## src/core/ldss_map.vh

```
// Constants for the load and heat-demand source selector.
`ifndef LDSS_MAP_VH
`define LDSS_MAP_VH
// Demand source mode codes.
`define LDSS_MODE_EXT_CONTACT   3'h0
`define LDSS_MODE_INTERNAL      3'h1
`define LDSS_MODE_INT_BUS_SP    3'h2
`define LDSS_MODE_INT_ANALOG_SP 3'h3
`define LDSS_MODE_EXT_ANALOG    3'h4
`define LDSS_MODE_EXT_BUS       3'h5
// Control characteristic codes.
`define LDSS_CHAR_TWO_STAGE     2'h0
`define LDSS_CHAR_THREE_STAGE   2'h1
`define LDSS_CHAR_MODULATING    2'h2
// Register offsets.
`define LDSS_REG_MODE           4'h0
`define LDSS_REG_CHAR           4'h1
`define LDSS_REG_SP1            4'h2
`define LDSS_REG_SP2            4'h3
`define LDSS_REG_MOD_ON         4'h4
`define LDSS_REG_MOD_OFF        4'h5
`define LDSS_REG_ST1_ON         4'h6
`define LDSS_REG_ST1_OFF        4'h7
`define LDSS_REG_BUS_SP         4'h8
`define LDSS_REG_BUS_LOAD       4'h9
`define LDSS_REG_STATUS         4'hA
`define LDSS_REG_ACTUAL         4'hB
// Control register field positions.
`define LDSS_CTL_INPUT_EN_BIT   3
`define LDSS_CTL_LIMITER_BIT    4
`define LDSS_CTL_BUS_DEMAND_BIT 5
// Reset values.
`define LDSS_RST_MODE           3'h1
`define LDSS_RST_CHAR           2'h2
`endif

```

## src/core/ldss_hyst.v

```verilog
// Two-position heat-demand controller with switching-differential hysteresis.
`timescale 1ns/1ps
module ldss_hyst #(
  parameter W = 16
) (
  input  wire                 clk_in,      // System clock.
  input  wire                 rstn_in,     // Asynchronous reset, active low.
  input  wire                 ce_in,       // Clock enable.
  input  wire                 run_in,      // Controller active.
  input  wire signed [W-1:0]  actual_in,   // Actual value.
  input  wire signed [W-1:0]  setpoint_in, // Active setpoint.
  input  wire signed [W-1:0]  on_off_in,   // Signed switch-on offset.
  input  wire signed [W-1:0]  off_off_in,  // Switch-off offset.
  output reg                  demand_out   // Heat-demand flag.
);
  // One extra bit keeps the threshold sums from wrapping.
  wire signed [W:0] on_thr  = {setpoint_in[W-1], setpoint_in} + {on_off_in[W-1], on_off_in};
  wire signed [W:0] off_thr = {setpoint_in[W-1], setpoint_in} + {off_off_in[W-1], off_off_in};
  wire signed [W:0] act_x   = {actual_in[W-1], actual_in};

  // Off has priority if thresholds overlap; between them the flag holds.
  always @(posedge clk_in or negedge rstn_in) begin
    if (!rstn_in) begin
      demand_out <= 1'b0;
    end else if (ce_in) begin
      if (!run_in)
        demand_out <= 1'b0;
      else if (act_x > off_thr)
        demand_out <= 1'b0;
      else if (act_x <= on_thr)
        demand_out <= 1'b1;
      else
        demand_out <= demand_out;
    end
  end
endmodule

```

## src/core/ldss_top.v

```verilog
// Load and heat-demand source selector with internal two-position controller.
//
// Implementation choices: the address map and the address-and-strobe port.
`timescale 1ns/1ps
`include "ldss_map.vh"

// This block decides where heat demand and load come from and keeps the
// on/off flag; the PID algorithm, adaption and actuator control sit elsewhere.
// Analog values arrive already converted and registered on this clock.
// The CAN message is framed downstream; can_load_vld_out only marks the load as valid.
// A bouncing contact may flip the source for a cycle; debouncing is left to the wiring.
// Mode codes, field positions and reset values live in the map header.

module ldss_top #(
  parameter W = 16
) (
  // Clock, reset and enable.
  input  wire         clk_in,          // System clock, 25 MHz.
  input  wire         rstn_in,         // Asynchronous reset, active low.
  input  wire         ce_in,           // Clock enable, freezes all state.

  // Register bus, read data one cycle after the strobe.
  input  wire [3:0]   addr_in,         // Register address.
  input  wire [15:0]  wdata_in,        // Register write data.
  input  wire         wr_in,           // Write strobe.
  input  wire         rd_in,           // Read strobe.
  output reg  [15:0]  rdata_out,       // Read data, one cycle after strobe.

  // Contact pins, synchronised inside.
  input  wire         changeover_in,   // Changeover contact pin, high closed.
  input  wire [2:0]   ext_contacts_in, // External controller contacts pins.
  input  wire         sp_select_in,    // Second setpoint contact pin.

  // Values on this clock, taken without synchronising.
  input  wire [W-1:0] actual_in,       // Actual value, same clock.
  input  wire [W-1:0] analog_sp_in,    // Analog input three setpoint.
  input  wire [W-1:0] analog_load_in,  // External analog load command.

  // Outputs, each straight from a flip-flop.
  output reg  [2:0]   eff_mode_out,    // Effective demand source mode.
  output reg          demand_out,      // Heat demand to sequencer.
  output reg  [W-1:0] load_out,        // Load for burner system.
  output reg          can_load_vld_out,// Load is to be sent as CAN message.
  output reg  [2:0]   stage_cmd_out,   // Contact stage command to sequencer.
  output reg          limiter_en_out,  // Temperature limiter enabled.
  output reg          params_vis_out   // Internal parameters offered.
);

  // Register map, one 16-bit word per address:
  // 0x0 mode in bits 2:0, input enable bit 3, limiter bit 4, bus demand bit 5.
  // 0x1 control characteristic in bits 1:0; code 3 is refused.
  // 0x2 first internal setpoint.
  // 0x3 second internal setpoint.
  // 0x4 modulating switch-on offset, signed.
  // 0x5 modulating switch-off offset.
  // 0x6 stage one switch-on offset, signed.
  // 0x7 stage one switch-off offset.
  // 0x8 setpoint written by the building automation system.
  // 0x9 load written by the building automation system.
  // 0xA status, read only.
  // 0xB actual value, read only.
  // Writes to 0x2 to 0x7 are dropped while an external mode is stored.

  // Stored configuration, written by the operator unit.
  reg [2:0]   demand_source_mode_q;
  reg [1:0]   char_q;
  reg         input_en_q;
  reg         limiter_q;
  reg         bus_demand_q;

  // Internal controller parameters, locked while an external mode is stored.
  reg [W-1:0] first_internal_setpoint_q;
  reg [W-1:0] second_internal_setpoint_q;
  reg [W-1:0] modulating_on_offset_q;
  reg [W-1:0] modulating_off_offset_q;
  reg [W-1:0] stage_one_on_offset_q;
  reg [W-1:0] stage_one_off_offset_q;

  // Values written by the building automation system.
  reg [W-1:0] bus_sp_q;
  reg [W-1:0] bus_load_q;

  // Two-flop synchronisers for the pin inputs.
  reg [4:0]   sync1_q;
  reg [4:0]   sync2_q;
  // Bit 0 is the changeover contact, bit 1 setpoint select, bits 4:2 the contacts.
  // Only sync2_q reads sync1_q; all logic reads the second stage.
  wire        chg_s   = sync2_q[0];
  wire        spsel_s = sync2_q[1];
  wire [2:0]  cont_s  = sync2_q[4:2];

  // Next effective mode, decoded without a register, and registered contact state.
  reg [2:0]   mode_d;
  reg         forced_q;

  // True for the modes in which an outside controller owns the demand.
  // Used for the parameter lock and for the visibility flag alike.
  function is_external;
    input [2:0] m;
    begin
      is_external = (m == `LDSS_MODE_EXT_CONTACT) || (m == `LDSS_MODE_EXT_ANALOG) ||
                    (m == `LDSS_MODE_EXT_BUS);
    end
  endfunction

  // Pins pass two flops before any logic sees them.
  // A pin edge reaches the effective mode three edges later and the
  // heat-demand flag one or two edges after that; the extra latency is the
  // price of never feeding a metastable level into the mode decode.
  always @(posedge clk_in or negedge rstn_in) begin
    if (!rstn_in) begin
      sync1_q <= 5'h00;
      sync2_q <= 5'h00;
    end else if (ce_in) begin
      sync1_q <= {ext_contacts_in, sp_select_in, changeover_in};
      sync2_q <= sync1_q;
    end
  end

  // Register writes; the contact changeover never touches the stored mode.
  always @(posedge clk_in or negedge rstn_in) begin
    if (!rstn_in) begin
      // Reset selects the internal controller and modulating operation.
      demand_source_mode_q       <= `LDSS_RST_MODE;
      char_q                     <= `LDSS_RST_CHAR;
      input_en_q                 <= 1'b0;
      limiter_q                  <= 1'b0;
      bus_demand_q               <= 1'b0;
      first_internal_setpoint_q  <= {W{1'b0}};
      second_internal_setpoint_q <= {W{1'b0}};
      modulating_on_offset_q     <= {W{1'b0}};
      modulating_off_offset_q    <= {W{1'b0}};
      stage_one_on_offset_q      <= {W{1'b0}};
      stage_one_off_offset_q     <= {W{1'b0}};
      bus_sp_q                   <= {W{1'b0}};
      bus_load_q                 <= {W{1'b0}};
    end else if (ce_in && wr_in) begin
      case (addr_in)
        `LDSS_REG_MODE: begin
          // Control bits are taken even when the mode code is refused.
          if (wdata_in[2:0] <= `LDSS_MODE_EXT_BUS)
            demand_source_mode_q <= wdata_in[2:0];
          input_en_q   <= wdata_in[`LDSS_CTL_INPUT_EN_BIT];
          limiter_q    <= wdata_in[`LDSS_CTL_LIMITER_BIT];
          bus_demand_q <= wdata_in[`LDSS_CTL_BUS_DEMAND_BIT];
        end
        `LDSS_REG_CHAR: begin
          // Code 3 has no meaning and would fall to the stage one offsets.
          if (wdata_in[1:0] != 2'h3)
            char_q <= wdata_in[1:0];
        end
        // Bus values stay writable in every mode, as the bus owns them.
        `LDSS_REG_BUS_SP:   bus_sp_q   <= wdata_in[W-1:0];
        `LDSS_REG_BUS_LOAD: bus_load_q <= wdata_in[W-1:0];
        default: begin
          // Internal controller parameters locked while an external mode is stored.
          if (!is_external(demand_source_mode_q)) begin
            case (addr_in)
              `LDSS_REG_SP1:     first_internal_setpoint_q  <= wdata_in[W-1:0];
              `LDSS_REG_SP2:     second_internal_setpoint_q <= wdata_in[W-1:0];
              `LDSS_REG_MOD_ON:  modulating_on_offset_q     <= wdata_in[W-1:0];
              `LDSS_REG_MOD_OFF: modulating_off_offset_q    <= wdata_in[W-1:0];
              `LDSS_REG_ST1_ON:  stage_one_on_offset_q      <= wdata_in[W-1:0];
              `LDSS_REG_ST1_OFF: stage_one_off_offset_q     <= wdata_in[W-1:0];
              default: ;
            endcase
          end
        end
      endcase
    end
  end

  // Effective mode: a closed contact overrides any stored mode.
  // The stored mode is left alone, so opening the contact restores it at once.
  always @* begin
    if (chg_s)
      mode_d = `LDSS_MODE_INTERNAL;
    else
      mode_d = demand_source_mode_q;
  end

  // One register stage gives every change of source a clean cycle boundary.
  // The forced flag remembers that the internal mode came from the contact.
  always @(posedge clk_in or negedge rstn_in) begin
    if (!rstn_in) begin
      eff_mode_out <= `LDSS_RST_MODE;
      forced_q     <= 1'b0;
    end else if (ce_in) begin
      eff_mode_out <= mode_d;
      forced_q     <= chg_s;
    end
  end

  // Setpoint and offset selection for the effective mode.
  // The offset pair follows the characteristic: modulating uses its own pair,
  // both multistage characteristics share the stage one pair.
  reg  [W-1:0] sp_sel;
  reg          ctrl_run;
  wire         modulating = (char_q == `LDSS_CHAR_MODULATING);
  wire [W-1:0] on_sel  = modulating ? modulating_on_offset_q  : stage_one_on_offset_q;
  wire [W-1:0] off_sel = modulating ? modulating_off_offset_q : stage_one_off_offset_q;

  always @* begin
    sp_sel   = first_internal_setpoint_q;
    ctrl_run = 1'b0;
    case (eff_mode_out)
      `LDSS_MODE_INTERNAL: begin
        ctrl_run = 1'b1;
        // A forced changeover always uses the first setpoint.
        sp_sel = (spsel_s && !forced_q) ? second_internal_setpoint_q
                                        : first_internal_setpoint_q;
      end
      `LDSS_MODE_INT_BUS_SP: begin
        // Only the setpoint comes over the bus; control stays inside.
        ctrl_run = 1'b1;
        sp_sel   = bus_sp_q;
      end
      `LDSS_MODE_INT_ANALOG_SP: begin
        // As the bus setpoint mode, with the setpoint from analog input three.
        ctrl_run = 1'b1;
        sp_sel   = analog_sp_in;
      end
      default: begin
        // External modes hold the controller off, so it restarts from a clear flag.
        ctrl_run = 1'b0;
        sp_sel   = first_internal_setpoint_q;
      end
    endcase
  end

  // Heat-demand flag from the two-position controller; offsets are signed.
  wire hyst_demand;

  ldss_hyst #(
    .W (W)
  ) u_hyst (
    .clk_in      (clk_in),
    .rstn_in     (rstn_in),
    .ce_in       (ce_in),
    .run_in      (ctrl_run),
    .actual_in   (actual_in),
    .setpoint_in (sp_sel),
    .on_off_in   (on_sel),
    .off_off_in  (off_sel),
    .demand_out  (hyst_demand)
  );

  // The contact input counts in contact mode whatever the enable says.
  // In the internal mode it is never read, so a stale enable cannot inject demand.
  wire contacts_live = (eff_mode_out == `LDSS_MODE_EXT_CONTACT) ||
                       (input_en_q && !forced_q && eff_mode_out != `LDSS_MODE_INTERNAL);

  // Output stage: demand, load and contact command per source.
  // Every output leaves a flip-flop, so the sequencer never sees a decode glitch.
  // Visibility follows the stored mode, not the forced one, as the contact
  // leaves the setting untouched.
  always @(posedge clk_in or negedge rstn_in) begin
    if (!rstn_in) begin
      demand_out       <= 1'b0;
      load_out         <= {W{1'b0}};
      can_load_vld_out <= 1'b0;
      stage_cmd_out    <= 3'h0;
      limiter_en_out   <= 1'b0;
      params_vis_out   <= 1'b1;
    end else if (ce_in) begin
      stage_cmd_out  <= contacts_live ? cont_s : 3'h0;
      limiter_en_out <= limiter_q;
      params_vis_out <= !is_external(demand_source_mode_q);
      case (eff_mode_out)
        `LDSS_MODE_EXT_CONTACT: begin
          // Any closed contact asks for heat.
          demand_out       <= |cont_s;
          load_out         <= {W{1'b0}};
          can_load_vld_out <= 1'b0;
        end
        `LDSS_MODE_EXT_ANALOG: begin
          // A nonzero analog load is taken as heat demand.
          demand_out       <= analog_load_in != {W{1'b0}};
          load_out         <= analog_load_in;
          can_load_vld_out <= 1'b1;
        end
        `LDSS_MODE_EXT_BUS: begin
          // Load and demand both come over the bus.
          demand_out       <= bus_demand_q;
          load_out         <= bus_load_q;
          can_load_vld_out <= 1'b0;
        end
        default: begin
          // Internal modes: the two-position controller decides.
          demand_out       <= hyst_demand;
          load_out         <= {W{1'b0}};
          can_load_vld_out <= 1'b0;
        end
      endcase
    end
  end

  // Read data stand one cycle after the strobe; unmapped reads give zero.
  // Idle cycles return zero so a stale word is never mistaken for fresh data.
  always @(posedge clk_in or negedge rstn_in) begin
    if (!rstn_in) begin
      rdata_out <= 16'h0000;
    end else if (ce_in) begin
      if (rd_in) begin
        case (addr_in)
          `LDSS_REG_MODE:     rdata_out <= {10'h000, bus_demand_q, limiter_q, input_en_q, demand_source_mode_q};
          `LDSS_REG_CHAR:     rdata_out <= {14'h0000, char_q};
          `LDSS_REG_SP1:      rdata_out <= first_internal_setpoint_q;
          `LDSS_REG_SP2:      rdata_out <= second_internal_setpoint_q;
          `LDSS_REG_MOD_ON:   rdata_out <= modulating_on_offset_q;
          `LDSS_REG_MOD_OFF:  rdata_out <= modulating_off_offset_q;
          `LDSS_REG_ST1_ON:   rdata_out <= stage_one_on_offset_q;
          `LDSS_REG_ST1_OFF:  rdata_out <= stage_one_off_offset_q;
          `LDSS_REG_BUS_SP:   rdata_out <= bus_sp_q;
          `LDSS_REG_BUS_LOAD: rdata_out <= bus_load_q;
          // Status packs forced, demand, contacts and effective mode in the low byte.
          `LDSS_REG_STATUS:   rdata_out <= {8'h00, forced_q, demand_out, cont_s, eff_mode_out};
          // The actual value is read live, as the controller compares it.
          `LDSS_REG_ACTUAL:   rdata_out <= actual_in;
          default:            rdata_out <= 16'h0000;
        endcase
      end else begin
        rdata_out <= 16'h0000;
      end
    end
  end
endmodule

```

## config.mk

```make
export PLATFORM = sky130hd
export DESIGN_NAME = ldss_top
export DESIGN_NICKNAME = d
export VERILOG_FILES = /design/src/core/ldss_hyst.v /design/src/core/ldss_top.v
export VERILOG_INCLUDE_DIRS = /design/src /design/src/core
export SDC_FILE = /design/constraint.sdc
export NUM_CORES = 1
export LEC_CHECK = 0
export BUFFER_PORTS_ARGS = -buffer_cell sky130_fd_sc_hd__buf_4
export CAP_MARGIN = 30
export CELL_PAD_IN_SITES_DETAIL_PLACEMENT = 0
export CELL_PAD_IN_SITES_GLOBAL_PLACEMENT = 1
export CORE_ASPECT_RATIO = 0.9
export CORE_MARGIN = 1
export CORE_UTILIZATION = 48
export CTS_CLUSTER_SIZE = 14
export DETAILED_ROUTE_END_ITERATION = 8
export PLACE_DENSITY = 0.81
export SYNTH_ARGS = -nofsm -noshare
export SYNTH_HDL_FRONTEND = slang
export SYNTH_HIERARCHICAL = 1
export SYNTH_SLANG_ARGS = --single-unit
```

## constraint.sdc

```tcl
create_clock -name clk_in -period 5.38 [get_ports clk_in]
set_input_delay 1.076 -clock clk_in [delete_from_list [all_inputs] [get_ports clk_in]]
set_output_delay 1.076 -clock clk_in [all_outputs]
set_load 0.01 [all_outputs]
```

==> run metrics <==
Worst setup EP type=register; setup ws final=442 ps; full die area=0.0257 mm2; I/O pin cnt=120; Max Freq=0.203 GHz; synth top area cells=dfrtp_1 (39%), mux2_2 (17%), ha_1 (6.9%); Max-Cap Viols=0; fin. max-slew vios=0; period utilization=91.8%; setup TNS=0 ps; crit path max fanout=4; CTS max path bufs=2; Sw Share=35.6%; via count=9,803; H-tree depth=4; crit path kind=register to register; number of synthesized flops with an enable pin=0; CP startpoint kind=register; Reg area=0.00476 mm2; largest net degree at the start of global routing=120; Internal Pwr Total=2.88 mW; FF+latch count, synth=190; Initial Utilization=49.2%; core area=0.0245 mm2; 1st-pass router iterations=7; CP max stage delay=550 ps; die width=169 um; mux contribution to synthesized area=23.1%; clock root cell=clkbuf_16; multi-input combinational cell area=0.00689 mm2; area share of the largest cell type after synthesis=38.7%; gr usage total=30.6%; RSZ-0062 raised after global routing=no; nets@finish=1,341; cell count after placement=1,511; syn avg cell area=10.9 um2; critical path cell sequence=nor2b_2 > and3_1 > buf_4 > mux2i_1 > o221ai_1 > fa_1 > a21oi_1 > o21ai_0 > a21oi_1 > nand4b_1 > a221oi_1 > o21ai_0 > ha_1 > and4_1 > nand2_1 > a211oi_1 > a2111oi_1 > nand3_1 > a32oi_1; Layout Cells excl Fill=1,544; DR vias/cell=6.35; GRT overflow=0; Critical Path AT=5290 ps; Post-synth ARST share=100%; Seq pwr share=39.8%; # diodes=0; TritonCTS Sinks=190; Synth warnings=6; largest area contributor in the netlist=dfrtp_1; Clk pwr share=28.1%; Seq/Total Area, Yosys=39.6%; Mapped Nets=1,248; post-DP HPWL=28.3 mm; Pleak=6.47 nW; # port buffers=119; Net Sw Power=1.59 mW; FILL cells=2,192; Synth Area in Adders=7.19%; area grow syn2layout=14.7%; share of layout cells above drive strength 1=31.5%; Yosys cell types=70; cts bufs inserted=17; post-synthesis compound-gate area fraction=15.3%; row cnt=54; FF-to-FF setup slack=440 ps; CTS tree=built; vias in the first global route=9,487; worst r2r src=forced_q; required time worst endpoint=5740 ps; hold_buf cts=0; final hold vios=0; first-pass GRT wire length=58.5 mm; ys flop type=dfrtp_1; initial antenna violation count=0; outcome=finished, final reports clean; Peak VDD IR=198 uV; PwrDens=324 mW/mm2; minimum clock period=4940 ps; largest family of logic cells by synthesized area=multiplexers; Least-Margin Pin Slew=1070 ps; antenna-violating nets left=0; Synth Cell Area=0.0120 mm2; worst r2r path cells=19; final setup fails=0; setup bufs post-CTS=0; simple logic cell fraction of the synthesized area=9.70%; Hold Crit Class=primary input to async pin; RePlAce Congestion=0.921; Gate power share=32.1%; Post-Synth XOR/XNOR Area=1.82%; WL final=39.0 mm; die height=152 um; post-place setup slack=358 ps; slew margin rel.=28.4%; Residual DRC=0; commonest non-fill, non-tap cell in the layout=dfrtp_1; Worst-path clk slew=80 ps; Iter 0 DRT Violations=1,083; Post-Syn Instances=1,102; wire per inst=25.3 um; commonest cells after routing, fill and taps aside=dfrtp_1 (186), mux2_2 (182), buf_4 (134); Setup Skew=8.75 ps; Reg-to-Reg End=u_hyst/demand_out; Crit-path slowest cell=fa_1; clock latency on the worst-skew pair=440 ps
-- cell usage after synthesis, types with 8 or more instances --
cell type,instances
clkbuf_1,27
buf_2,23
inv_1,19
a221oi_1,10
a21o_1,16
nor2b_1,22
mux2i_1,60
nand3_1,30
o2bb2ai_1,34
ha_1,66
mux2_2,182
nand2_1,53
nor3_1,19
a22oi_1,17
o221ai_1,10
a21oi_1,59
xor2_1,18
nand4_1,8
o21ai_0,35
and3_1,8
dfrtp_1,186
o21bai_1,8
nor2_1,50
a211oi_1,18
-- power by group through the flow --
| stage | registers, mW | clock network (mW) | logic [mW] |
|---|---|---|---|
| after floorplan | 1.75 | 0 | 0.949 |
| after global placement | 1.79 | 0 | 1.39 |
| after detailed placement | 1.80 | 0 | 1.40 |
| after CTS | 1.77 | 1.27 | 1.41 |
| after global routing | 1.80 | 1.33 | 1.56 |
| final | 1.78 | 1.26 | 1.43 |
-- critical path, delay by kind of cell (launching register included) --
family / cells / cell delay (ps)
AOI/OAI and AO/OA: 9 / 2100
adders and majority gates: 2 / 890
buffers and inverters: 1 / 190
DFF: 1 / 420
muxes: 1 / 180
and+or+nand+nor: 6 / 1060
-- per-stage QoR --
step	total power [mW]	area, um2	utilization [%]	hold slack [ps]
floorplan	2.70	12000	-	449
global placement	3.18	13200	54.0	472
detailed placement	3.20	13200	54.0	471
CTS	4.46	13800	56.3	492
global route	4.68	13800	56.4	421
finish	4.47	13800	56.4	440
-- registers in the layout, indices dropped and copies added, names as in the netlist, 2 cells and up --
| signal | flops |
|---|---|
| char_q | 2 |
| modulating_on_offset_q | 16 |
| load_out | 16 |
| sync2_q | 5 |
| bus_sp_q | 16 |
| second_internal_setpoint_q | 16 |
| modulating_off_offset_q | 16 |
| rdata_out | 16 |
| stage_one_off_offset_q | 16 |
| eff_mode_out | 3 |
| bus_load_q | 16 |
| demand_source_mode_q | 3 |
| stage_cmd_out | 3 |
| first_internal_setpoint_q | 16 |
| stage_one_on_offset_q | 16 |
| sync1_q | 5 |
-- worst max path at each step --
stage | start | endpoint | depth (start not counted) | slack (ps)
after floorplan | eff_mode_out[2] | u_hyst/demand_out | 22 | 730
after global placement | analog_sp_in[0] | u_hyst/demand_out | 18 | 520
after detailed placement | analog_sp_in[0] | u_hyst/demand_out | 18 | 360
after CTS | forced_q | u_hyst/demand_out | 19 | 390
after global routing | forced_q | u_hyst/demand_out | 19 | 90
final | forced_q | u_hyst/demand_out | 19 | 440
-- area by class of cell --
cell class / count / area share, %
sequential: 190 / 34.5
timing repair buffer: 138 / 7.88
clock buffer: 18 / 3.11
clock inverter: 14 / 1.04
multi-input combinational: 827 / 49.9
inverter: 21 / 0.571
tap: 336 / 3.05
-- metal layers --
layer  vias to the layer above  part of all wire [%]  track usage, %
li1                       4356                     -               -
met1                      4956                    43            43.1
met5                         -                     0               0
met3                        70                   7.9            6.42
met4                         0                   3.7            11.6
met2                       421                    45            46.1
-- cells by family (layout without fill, tap and decap cells) --
logic type,Yosys count,after routing
AO/OA/AOI/OAI,258,258
XOR/XNOR,25,25
multiplexers,248,248
AND/OR/NAND/NOR,228,228
adder cells (fa/ha/maj),68,68
buffers and inverters,85,191
flip-flops,190,190
-- timing repair --
item                                    4_1_cts  5_1_grt
endpoints found under the hold margin         0        0
endpoints found under the setup margin        0        1
gates resized for setup                       0        2
No activity file was read; power rests on OpenSTA's default activity.
